`src/css_consts.svh`:
```
`ifndef CSS_CONSTS_SVH
`define CSS_CONSTS_SVH

// configuration indices (function 0 byte registers, function 1 dword register)
`define CSS_F1_BASE_IDX      8'h10
`define CSS_SUSPEND_CFG_IDX  8'h96
`define CSS_SUSPEND_CMD_IDX  8'hae
`define CSS_CLK_STOP_IDX     8'hbc

// reset values and writable masks
`define CSS_BASE_RESET       32'h00000000
`define CSS_SUSPEND_CFG_RESET 8'h00
`define CSS_CLK_STOP_RESET   8'h00
`define CSS_BASE_WR_MASK     32'hffffff00
`define CSS_SUSPEND_CFG_MASK 8'h1f
`define CSS_CLK_STOP_MASK    8'hf1

// suspend configuration fields
`define CSS_CFG_MOD_EN       0
`define CSS_CFG_SMI_SPEEDUP  1
`define CSS_CFG_3V_MODE      2
`define CSS_CFG_ISA_GATE     3
`define CSS_CFG_PWR_SAVE_DIS 4

// clock stop control fields
`define CSS_CSC_FULL_SUSPEND 0
`define CSS_CSC_DELAY_LSB    4
`define CSS_CSC_DELAY_MSB    7

// status block window
`define CSS_WIN_SPEEDUP_DIS  8'h08
`define CSS_WIN_ACPI_TMR     8'h1c
`define CSS_WIN_ACPI_TOP     4'hf
`define CSS_IO_ACPI_TMR      16'h121c

// timing
`define CSS_CLK_MHZ          100
`define CSS_RESYNC_UNIT_US   1000
`define CSS_MOD_INTERVAL_US  32
`define CSS_STRAP_SETTLE     2'h3

`endif

```
`src/css_pkg.sv`:
```
`default_nettype none
package css_pkg;

  typedef enum logic [4:0] {
    CSS_IDLE     = 5'b00001,
    CSS_REQ      = 5'b00010,
    CSS_HALTED   = 5'b00100,
    CSS_CLK_STOP = 5'b01000,
    CSS_RESYNC   = 5'b10000
  } css_state_t;

endpackage : css_pkg

`default_nettype wire

```
`src/css_modulator.sv`:
```
`timescale 1ns/1ps
`default_nettype none
`include "css_consts.svh"

module css_modulator #(
  parameter int INTERVAL_CYCLES = `CSS_MOD_INTERVAL_US * `CSS_CLK_MHZ
) (
  input  wire logic       clk,
  input  wire logic       rst_n,
  input  wire logic       enable,
  input  wire logic       inhibit,
  input  wire logic [7:0] off_count,
  input  wire logic [7:0] on_count,
  output logic            assert_req
);

  localparam int IW = $clog2(INTERVAL_CYCLES + 1);

  logic [IW-1:0] tick_cnt;
  logic [7:0]    phase_cnt;
  logic          tick;

  assign tick = (tick_cnt == IW'(INTERVAL_CYCLES - 1));

  // 32 us timebase, restarted whenever modulation is held off
  always_ff @(posedge clk or negedge rst_n) begin
    if (!rst_n) begin
      tick_cnt <= '0;
    end else if (!enable || inhibit || tick) begin
      tick_cnt <= '0;
    end else begin
      tick_cnt <= tick_cnt + IW'(1);
    end
  end

  // off count intervals asserted, then on count intervals released
  always_ff @(posedge clk or negedge rst_n) begin
    if (!rst_n) begin
      assert_req <= 1'b0;
      phase_cnt  <= 8'h00;
    end else if (!enable || inhibit || off_count == 8'h00) begin
      assert_req <= 1'b0;
      phase_cnt  <= 8'h00;
    end else if (tick) begin
      if (assert_req && phase_cnt + 8'h01 >= off_count) begin
        assert_req <= (on_count == 8'h00);
        phase_cnt  <= 8'h00;
      end else if (!assert_req && phase_cnt + 8'h01 >= on_count) begin
        assert_req <= 1'b1;
        phase_cnt  <= 8'h00;
      end else begin
        phase_cnt <= phase_cnt + 8'h01;
      end
    end else if (!assert_req && phase_cnt == 8'h00 && on_count == 8'h00) begin
      assert_req <= 1'b1;
    end
  end

endmodule : css_modulator

`default_nettype wire

```
`src/css_sequencer.sv`:
```
`timescale 1ns/1ps
`default_nettype none
`include "css_consts.svh"

module css_sequencer #(
  parameter int MS_CYCLES       = `CSS_RESYNC_UNIT_US * `CSS_CLK_MHZ,
  parameter int INTERVAL_CYCLES = `CSS_MOD_INTERVAL_US * `CSS_CLK_MHZ
) (
  input  wire logic        REF_CLK,
  input  wire logic        RESET_N,
  input  wire logic        CFG_WR,
  input  wire logic        CFG_RD,
  input  wire logic        CFG_FUNC,
  input  wire logic [7:0]  CFG_INDEX,
  input  wire logic [31:0] CFG_WDATA,
  output logic      [31:0] CFG_RDATA,
  input  wire logic        MEM_RD,
  input  wire logic [31:0] MEM_ADDR,
  output logic             MEM_HIT,
  output logic      [31:0] MEM_RDATA,
  input  wire logic        IO_RD,
  input  wire logic [15:0] IO_ADDR,
  output logic             IO_HIT,
  output logic      [31:0] IO_RDATA,
  input  wire logic [31:0] ACPI_TIMER_COUNT,
  input  wire logic [7:0]  MOD_OFF_COUNT,
  input  wire logic [7:0]  MOD_ON_COUNT,
  input  wire logic        SPEEDUP_ACTIVE,
  output logic             SPEEDUP_LOAD,
  output logic             CPU_SUSPEND_REQUEST_N,
  input  wire logic        CPU_SUSPEND_ACK_N,
  input  wire logic        CPU_INTERRUPT_REQUEST,
  input  wire logic        IRQ_UNMASKED,
  input  wire logic        EXT_SMI_N,
  output logic             SYSTEM_MGMT_INTERRUPT_N,
  input  wire logic        CLK_32K,
  output logic             DEVICE_TIMER_TICK,
  input  wire logic        CLOCK_STOP_INDICATOR_IN,
  output logic             CLOCK_STOP_INDICATOR_OUT,
  output logic             CLOCK_STOP_INDICATOR_OE,
  output logic             INTERNAL_CLK_GATE,
  output logic             ISA_CLK_GATE,
  output logic             CPU_POWER_OFF_OK
);

  localparam int MW = $clog2(MS_CYCLES + 1);

  // pin inputs: ack_n, cpu_interrupt_request, irq, smi_n, 32k, clock stop pin
  logic [5:0] sync1;
  logic [5:0] sync2;
  logic       ack_s;
  logic       cpu_interrupt_request_s;
  logic       irq_s;
  logic       smi_s;
  logic       k32_s;
  logic       csi_s;
  logic       smi_d;
  logic       k32_d;
  logic       smi_evt;

  css_pkg::css_state_t state;
  css_pkg::css_state_t next_state;

  logic [31:0]   base;
  logic [7:0]    suspend_cfg;
  logic [7:0]    clk_stop_ctl;
  logic          cmd_wr;
  logic          smi_halt;
  logic          mod_assert;
  logic          mod_inhibit;
  logic          win_rd;
  logic [7:0]    win_off;
  logic          break_cpu;
  logic          break_stop;
  logic          full_suspend;
  logic          resync_done;
  logic [3:0]    ms_left;
  logic [MW-1:0] ms_cnt;
  logic [1:0]    strap_cnt;
  logic          strap_done;
  logic          csi_inactive;
  logic          csi_active_now;

  function automatic logic win_is_timer(input logic [7:0] off);
    win_is_timer = (off[7:4] == `CSS_WIN_ACPI_TOP) ||
                   ({off[7:2], 2'b00} == `CSS_WIN_ACPI_TMR);
  endfunction : win_is_timer

  always_ff @(posedge REF_CLK or negedge RESET_N) begin
    if (!RESET_N) begin
      sync1 <= 6'h3f;
      sync2 <= 6'h3f;
    end else begin
      sync1 <= {CLOCK_STOP_INDICATOR_IN, CLK_32K, EXT_SMI_N, IRQ_UNMASKED,
                CPU_INTERRUPT_REQUEST, CPU_SUSPEND_ACK_N};
      sync2 <= sync1;
    end
  end

  assign ack_s  = ~sync2[0];
  assign cpu_interrupt_request_s = sync2[1];
  assign irq_s  = sync2[2];
  assign smi_s  = ~sync2[3];
  assign k32_s  = sync2[4];
  assign csi_s  = sync2[5];

  always_ff @(posedge REF_CLK or negedge RESET_N) begin
    if (!RESET_N) begin
      smi_d <= 1'b0;
      k32_d <= 1'b1;
    end else begin
      smi_d <= smi_s;
      k32_d <= k32_s;
    end
  end

  assign smi_evt = smi_s && !smi_d;

  // device timers step on the 32k edge so they keep time across clock stop
  always_ff @(posedge REF_CLK or negedge RESET_N) begin
    if (!RESET_N) begin
      DEVICE_TIMER_TICK <= 1'b0;
    end else begin
      DEVICE_TIMER_TICK <= k32_s && !k32_d;
    end
  end

  // configuration writes
  assign cmd_wr = CFG_WR && !CFG_FUNC && CFG_INDEX == `CSS_SUSPEND_CMD_IDX;

  always_ff @(posedge REF_CLK or negedge RESET_N) begin
    if (!RESET_N) begin
      base         <= `CSS_BASE_RESET;
      suspend_cfg  <= `CSS_SUSPEND_CFG_RESET;
      clk_stop_ctl <= `CSS_CLK_STOP_RESET;
    end else if (CFG_WR) begin
      if (CFG_FUNC && CFG_INDEX == `CSS_F1_BASE_IDX) begin
        base <= CFG_WDATA & `CSS_BASE_WR_MASK;
      end
      if (!CFG_FUNC && CFG_INDEX == `CSS_SUSPEND_CFG_IDX) begin
        suspend_cfg <= CFG_WDATA[7:0] & `CSS_SUSPEND_CFG_MASK;
      end
      if (!CFG_FUNC && CFG_INDEX == `CSS_CLK_STOP_IDX) begin
        clk_stop_ctl <= CFG_WDATA[7:0] & `CSS_CLK_STOP_MASK;
      end
    end
  end

  always_ff @(posedge REF_CLK or negedge RESET_N) begin
    if (!RESET_N) begin
      CFG_RDATA <= 32'h00000000;
    end else if (CFG_RD) begin
      if (CFG_FUNC && CFG_INDEX == `CSS_F1_BASE_IDX) begin
        CFG_RDATA <= base;
      end else if (!CFG_FUNC && CFG_INDEX == `CSS_SUSPEND_CFG_IDX) begin
        CFG_RDATA <= {24'h000000, suspend_cfg};
      end else if (!CFG_FUNC && CFG_INDEX == `CSS_CLK_STOP_IDX) begin
        CFG_RDATA <= {24'h000000, clk_stop_ctl};
      end else begin
        CFG_RDATA <= 32'h00000000;
      end
    end
  end

  // status block window, 256-byte aligned at base
  assign win_rd  = MEM_RD && MEM_ADDR[31:8] == base[31:8];
  assign win_off = MEM_ADDR[7:0];

  always_ff @(posedge REF_CLK or negedge RESET_N) begin
    if (!RESET_N) begin
      MEM_HIT   <= 1'b0;
      MEM_RDATA <= 32'h00000000;
    end else begin
      MEM_HIT   <= win_rd;
      MEM_RDATA <= (win_rd && win_is_timer(win_off)) ? ACPI_TIMER_COUNT : 32'h00000000;
    end
  end

  always_ff @(posedge REF_CLK or negedge RESET_N) begin
    if (!RESET_N) begin
      IO_HIT   <= 1'b0;
      IO_RDATA <= 32'h00000000;
    end else begin
      IO_HIT   <= IO_RD && IO_ADDR == `CSS_IO_ACPI_TMR;
      IO_RDATA <= (IO_RD && IO_ADDR == `CSS_IO_ACPI_TMR) ? ACPI_TIMER_COUNT : 32'h00000000;
    end
  end

  // SYSTEM_MGMT_EVENT speedup: halt flag until the handler reads offset 08h; set beats clear
  always_ff @(posedge REF_CLK or negedge RESET_N) begin
    if (!RESET_N) begin
      smi_halt <= 1'b0;
    end else if (smi_evt && suspend_cfg[`CSS_CFG_MOD_EN] &&
                 suspend_cfg[`CSS_CFG_SMI_SPEEDUP]) begin
      smi_halt <= 1'b1;
    end else if (!suspend_cfg[`CSS_CFG_MOD_EN]) begin
      smi_halt <= 1'b0;
    end else if (win_rd && win_off == `CSS_WIN_SPEEDUP_DIS) begin
      smi_halt <= 1'b0;
    end
  end

  always_ff @(posedge REF_CLK or negedge RESET_N) begin
    if (!RESET_N) begin
      SPEEDUP_LOAD <= 1'b0;
    end else begin
      SPEEDUP_LOAD <= smi_evt && suspend_cfg[`CSS_CFG_MOD_EN] &&
                      !suspend_cfg[`CSS_CFG_SMI_SPEEDUP];
    end
  end

  assign mod_inhibit = smi_halt || SPEEDUP_ACTIVE || state != css_pkg::CSS_IDLE;

  css_modulator #(
    .INTERVAL_CYCLES (INTERVAL_CYCLES)
  ) u_mod (
    .clk        (REF_CLK),
    .rst_n      (RESET_N),
    .enable     (suspend_cfg[`CSS_CFG_MOD_EN]),
    .inhibit    (mod_inhibit),
    .off_count  (MOD_OFF_COUNT),
    .on_count   (MOD_ON_COUNT),
    .assert_req (mod_assert)
  );

  // break events; the processor stays halted until one of these
  assign break_cpu   = cpu_interrupt_request_s || smi_s;
  assign break_stop  = smi_s || irq_s;
  assign full_suspend = clk_stop_ctl[`CSS_CSC_FULL_SUSPEND];
  assign resync_done = ms_left == 4'h0 && ms_cnt == '0;

  always_comb begin
    next_state = state;
    case (state)
      css_pkg::CSS_IDLE: begin
        if (cmd_wr) begin
          next_state = css_pkg::CSS_REQ;
        end
      end
      css_pkg::CSS_REQ: begin
        if (break_cpu) begin
          next_state = css_pkg::CSS_IDLE;
        end else if (ack_s) begin
          next_state = css_pkg::CSS_HALTED;
        end
      end
      css_pkg::CSS_HALTED: begin
        if (break_cpu) begin
          next_state = css_pkg::CSS_IDLE;
        end else if (full_suspend && ack_s) begin
          next_state = css_pkg::CSS_CLK_STOP;
        end
      end
      css_pkg::CSS_CLK_STOP: begin
        if (break_stop) begin
          next_state = css_pkg::CSS_RESYNC;
        end
      end
      css_pkg::CSS_RESYNC: begin
        if (resync_done) begin
          next_state = css_pkg::CSS_IDLE;
        end
      end
      default: begin
        next_state = css_pkg::CSS_IDLE;
      end
    endcase
  end

  always_ff @(posedge REF_CLK or negedge RESET_N) begin
    if (!RESET_N) begin
      state <= css_pkg::CSS_IDLE;
    end else begin
      state <= next_state;
    end
  end

  // re-sync delay: field value in whole milliseconds
  always_ff @(posedge REF_CLK or negedge RESET_N) begin
    if (!RESET_N) begin
      ms_left <= 4'h0;
      ms_cnt  <= '0;
    end else if (state == css_pkg::CSS_CLK_STOP) begin
      ms_left <= clk_stop_ctl[`CSS_CSC_DELAY_MSB:`CSS_CSC_DELAY_LSB];
      ms_cnt  <= '0;
    end else if (state == css_pkg::CSS_RESYNC && !resync_done) begin
      if (ms_cnt == '0) begin
        ms_cnt  <= MW'(MS_CYCLES - 1);
        ms_left <= ms_left - 4'h1;
      end else begin
        ms_cnt <= ms_cnt - MW'(1);
      end
    end
  end

  // processor-facing outputs
  always_ff @(posedge REF_CLK or negedge RESET_N) begin
    if (!RESET_N) begin
      CPU_SUSPEND_REQUEST_N   <= 1'b1;
      SYSTEM_MGMT_INTERRUPT_N <= 1'b1;
    end else begin
      CPU_SUSPEND_REQUEST_N   <= !(state != css_pkg::CSS_IDLE || mod_assert);
      SYSTEM_MGMT_INTERRUPT_N <= !(state == css_pkg::CSS_RESYNC);
    end
  end

  // halted idle: ack drops while bus masters run, so gating follows it
  always_ff @(posedge REF_CLK or negedge RESET_N) begin
    if (!RESET_N) begin
      INTERNAL_CLK_GATE <= 1'b0;
      ISA_CLK_GATE      <= 1'b0;
      CPU_POWER_OFF_OK  <= 1'b0;
    end else begin
      INTERNAL_CLK_GATE <= ack_s && !suspend_cfg[`CSS_CFG_PWR_SAVE_DIS];
      ISA_CLK_GATE      <= ack_s && !suspend_cfg[`CSS_CFG_PWR_SAVE_DIS] &&
                           suspend_cfg[`CSS_CFG_ISA_GATE];
      CPU_POWER_OFF_OK  <= suspend_cfg[`CSS_CFG_3V_MODE] &&
                           (state == css_pkg::CSS_HALTED ||
                            state == css_pkg::CSS_CLK_STOP);
    end
  end

  // clock stop pin stays an input until its strap level has settled
  always_ff @(posedge REF_CLK or negedge RESET_N) begin
    if (!RESET_N) begin
      strap_cnt    <= 2'h0;
      strap_done   <= 1'b0;
      csi_inactive <= 1'b0;
    end else if (!strap_done) begin
      strap_cnt <= strap_cnt + 2'h1;
      if (strap_cnt == `CSS_STRAP_SETTLE) begin
        strap_done   <= 1'b1;
        csi_inactive <= csi_s;
      end
    end
  end

  assign csi_active_now = state == css_pkg::CSS_CLK_STOP;

  always_ff @(posedge REF_CLK or negedge RESET_N) begin
    if (!RESET_N) begin
      CLOCK_STOP_INDICATOR_OUT <= 1'b0;
      CLOCK_STOP_INDICATOR_OE  <= 1'b0;
    end else begin
      CLOCK_STOP_INDICATOR_OUT <= strap_done && (csi_active_now ^ csi_inactive);
      CLOCK_STOP_INDICATOR_OE  <= strap_done;
    end
  end

endmodule : css_sequencer

`default_nettype wire

```
`config.mk`:
```
export PLATFORM = sky130hd
export DESIGN_NAME = css_sequencer
export DESIGN_NICKNAME = d
export VERILOG_FILES = /design/src/css_pkg.sv /design/src/css_modulator.sv /design/src/css_sequencer.sv
export VERILOG_INCLUDE_DIRS = /design/src
export SDC_FILE = /design/constraint.sdc
export NUM_CORES = 1
export LEC_CHECK = 0
export BUFFER_PORTS_ARGS = -buffer_cell sky130_fd_sc_hd__buf_2
export CORE_UTILIZATION = 44
export CTS_CLUSTER_DIAMETER = 80
export DETAILED_ROUTE_END_ITERATION = 10
export HOLD_SLACK_MARGIN = 0.05
export PLACE_DENSITY = 0.72
export SLEW_MARGIN = 20
export SYNTH_ARGS = -nofsm -noshare
export SYNTH_HDL_FRONTEND = slang
export SYNTH_SLANG_ARGS = --single-unit
```
`constraint.sdc`:
```
create_clock -name REF_CLK -period 2.6 [get_ports REF_CLK]
set_input_delay 0.13 -clock REF_CLK [delete_from_list [all_inputs] [get_ports REF_CLK]]
set_output_delay 0.13 -clock REF_CLK [all_outputs]
set_load 0.005 [all_outputs]
```
==> impl_metrics.sql <==
INSERT INTO impl_metrics (metric_group, metric, value, unit) VALUES
('placed_design', 'gpl.final_weighted_congestion', '0.873', ''),
('critical_path', 'ff2ff_setup_slack', '50', 'ps'),
('global_routing', 'grt_first_pass_wirelength', '37000', 'um'),
('die', 'fp.dieArea', '0.0205', 'mm2'),
('route', 'avgViaCountPerCell', '5.02', ''),
('outcome', 'run_status', 'finished clean', ''),
('route', 'drt-total-wl', '23900', 'um'),
('clocking', 'cts_tree', 'yes', ''),
('power_and_ir_drop', 'power.static_leakage', '6.36', 'nW'),
('global_routing', 'grt_antenna_before_repair', '1', ''),
('cells_and_area', 'antenna-diode-count', '0', ''),
('die', 'die_height', '143', 'um'),
('global_routing', 'grt_max_degree', '83', ''),
('global_routing', 'globalRouteTotalUtil', '0.236', ''),
('cells_and_area', 'layout-area-overhead-vs-synth', '41.1', '%'),
('critical_path', 'worstReg2RegEnd', 'u_mod.phase_cnt[4]', ''),
('synth', 'netlist_area_before_placement', '0.00877', 'mm2'),
('synth', 'postSynthRegisterBits', '207', ''),
('critical_path', 'worstPathArrival', '2980', 'ps'),
('synth', 'most_used_dff_post_synth', 'sky130_fd_sc_hd__dfrtp_1', ''),
('cells_and_area', 'fin_area', '0.0124', 'mm2'),
('placed_design', 'io_buffers', '256', ''),
('clocking', 'cts.clk_slew.worst_paths', '60', 'ps'),
('die', 'rows', '51', ''),
('critical_path', 'cpMaxStageDelayCell', 'sky130_fd_sc_hd__dfrtp_1', ''),
('clocking', 'tritoncts.num_buffers', '23', ''),
('clocking', 'clockBufferDepth', '3', ''),
('timing', 'finalHoldViolations', '0', ''),
('critical_path', 'required', '3030', 'ps'),
('die', 'core_region_area', '0.0195', 'mm2'),
('route', 'drt_iter0_drc', '297', ''),
('die', 'io-pin-count', '257', ''),
('synth', 'synthesis.nets', '898', ''),
('worst_hold_path', 'worst_hold_path.endpoint', 'smi_halt', ''),
('die', 'die_width', '143', 'um'),
('synth', 'number_of_enable_type_register_cells_in_the_synthesized_netlist', '0', ''),
('cells_and_area', 'nets', '1275', ''),
('critical_path', 'largest_stage_delay_worst_path', '420', 'ps'),
('timing', 'worst_pin_slew', '1000', 'ps'),
('route', 'post_drt_wl_per_cell', '17.2', 'um'),
('cells_and_area', 'drive_gt1_frac', '0.380', ''),
('clocking', 'cts_root_buffer', 'sky130_fd_sc_hd__clkbuf_16', ''),
('job', 'maxCapViolations', '0', ''),
('route', 'drt_drc_violations_left', '0', ''),
('critical_path', 'crit_top_cell', 'sky130_fd_sc_hd__and3_4', ''),
('global_routing', 'gr-total-overflow', '0', ''),
('critical_path', 'setup.worst_path.class', 'flop to flop', ''),
('critical_path', 'worstPathMaxFanout', '5', ''),
('cells_and_area', 'num-fill-cells', '1491', ''),
('worst_hold_path', 'hold_path.startpoint', 'MEM_ADDR[1]', ''),
('worst_hold_path', 'worst_hold_path.num_cells', '5', ''),
('synth', 'syn_avg_cell_area', '12.1', 'um2'),
('die', 'initial_core_util', '0.449', ''),
('critical_path', 'worstPathCellList', 'and3_4, nand3_4, nor2_4, xor2_2, ha_1, nand3b_1, o22ai_1, nor4_2, buf_4, and3_4, a22o_1', ''),
('global_routing', 'grt_pass1_vias', '7074', ''),
('timing', 'clock_skew', '6.94', 'ps'),
('placed_design', 'detailedPlacementHpwl', '16500', 'um'),
('worst_hold_path', 'holdCritPathClass', 'input pin to flop', ''),
('timing', 'setup_violations', '0', ''),
('clocking', 'cts-htree-levels', '1', ''),
('route', 'drtAntennaViolNets', '0', ''),
('timing', 'hold_ws', '63.6', 'ps'),
('critical_path', 'worstSetupEndpointType', 'flop', ''),
('synth', 'total_of_warnings_raised_by_yosys', '0', ''),
('timing', 'setup_total_negative_slack', '0', 'ps'),
('power_and_ir_drop', 'power.ir.vdd_worst', '0.437', 'mV'),
('timing', 'tcrit_tclk_final', '0.981', ''),
('cells_and_area', 'multiInputGateArea', '0.00353', 'mm2'),
('route', 'drt-pass1-iter-count', '4', ''),
('synth', 'async_flop_share', '1.00', ''),
('critical_path', 'r2r-start', 'u_mod.phase_cnt[0]', '');
what timing repair did:
item / 4_1_cts / 5_1_grt
endpoints found under the setup margin: 6 / 27
pin swaps: 1 / 12
hold buffers: 80 / 0
buffers inserted: 1 / 10
gates resized for setup: 7 / 28
endpoints found under the hold margin: 188 / 0
report_power, final:
group	leakage (nW)	switching [mW]	internal [mW]
Sequential	2.81	0.0464	3.30
Clock	0.385	1.29	2.07
Combinational	3.16	0.259	0.295
cells in the final DEF, fill, tap and decap left out, drive strengths merged, types with 4 or more instances in the layout:
master and n:
buf 293, dfrtp 191, dlygate4sd3 80, and2 72, nor2 39, mux2 37
clkbuf 32, inv 30, a22o 29, nand2 28, xnor2 24, ha 23
xor2 20, nand3 17, dfstp 16, nor3 16, o21ai 15, a21oi 15
or4 12, nor4 12, nand4 9, nor4b 8, nor2b 7, or3 6
clkinv 6, a211oi 5, nand3b 5, or2 5, o31ai 5, and3 5
o22ai 4, nor3b 4
worst max-delay path: cells and delay by family, from the launching register on:
family                   cells  cell delay (ps)
AND/OR/NAND/NOR              6             1140
flip-flops                   1              420
adder cells (fa/ha/maj)      1              280
AO/OA/AOI/OAI                2              260
XOR/XNOR                     1              210
buffers and inverters        1              170
synth_stat cells, drive strengths merged, types with 12 or more instances:
library cell,number,area [um2]
or4,12,93.8
xnor2,24,210
xor2,20,175
and2,72,450
ha,23,288
o21ai,15,75.1
inv,30,113
a22o,29,254
dfstp,16,420
mux2,37,417
nor3,16,91.3
dfrtp,191,4780
a21oi,15,75.1
nand3,17,85.1
nor2,39,149
clkbuf,18,67.6
nand2,28,105
nor4,12,81.3
cell type report:
cell class                 count  share of cell area
sequential                   207               0.420
clock inverter                10              0.0108
inverter                      31             0.00941
clock buffer                  31              0.0530
tap                          265              0.0268
multi-input combinational    465               0.285
timing repair buffer         374               0.194
metrics by stage:
| stage | setup WS (ps) | util | cells | power, mW |
|---|---|---|---|---|
| CTS | -18.4 | 0.623 | 1373 | 7.30 |
| finish | 48.3 | 0.633 | 1383 | 7.25 |
| global route | -102 | 0.633 | 1383 | 7.49 |
| detailed placement | -223 | 0.540 | 1251 | 3.84 |
| floorplan | 9.69 | - | 725 | 3.55 |
| global placement | -26.1 | 0.540 | 1251 | 3.83 |
sequential cells by signal, summed over array words and instances, names as in the netlist, 6 cells and up:
name,cells
IO_RDATA,32
MEM_RDATA,32
u_mod.phase_cnt,8
sync2,6
sync1,6
ms_cnt,17
u_mod.tick_cnt,12
CFG_RDATA,32
base,24
cells by family (layout without fill, tap and decap cells):
| kind of cell | Yosys count | count (layout) | synth area share |
|---|---|---|---|
| adders and majority gates | 23 | 23 | 0.0328 |
| DFF | 207 | 207 | 0.593 |
| and+or+nand+nor | 257 | 257 | 0.171 |
| xor gates and xnor gates | 44 | 44 | 0.0440 |
| buffers and inverters | 53 | 446 | 0.0238 |
| muxes | 39 | 39 | 0.0498 |
| AOI/OAI and AO/OA | 102 | 102 | 0.0852 |
metal layers:
layer  global-route usage  routed length [um]
met5                    0                  13
met4               0.0719                 618
met3               0.0537                1400
met2                0.433               12600
met1                0.273                9260
how the worst max path moves through the flow:
stage | start | end
floorplan | ms_cnt[0] | ms_cnt[16]
global placement | u_mod.phase_cnt[1] | u_mod.phase_cnt[4]
detailed placement | u_mod.phase_cnt[1] | u_mod.assert_req
CTS | u_mod.phase_cnt[1] | u_mod.assert_req
global route | u_mod.phase_cnt[0] | u_mod.phase_cnt[4]
finish | u_mod.phase_cnt[0] | u_mod.phase_cnt[4]
Note: power is estimated with default switching activity, not from simulation.
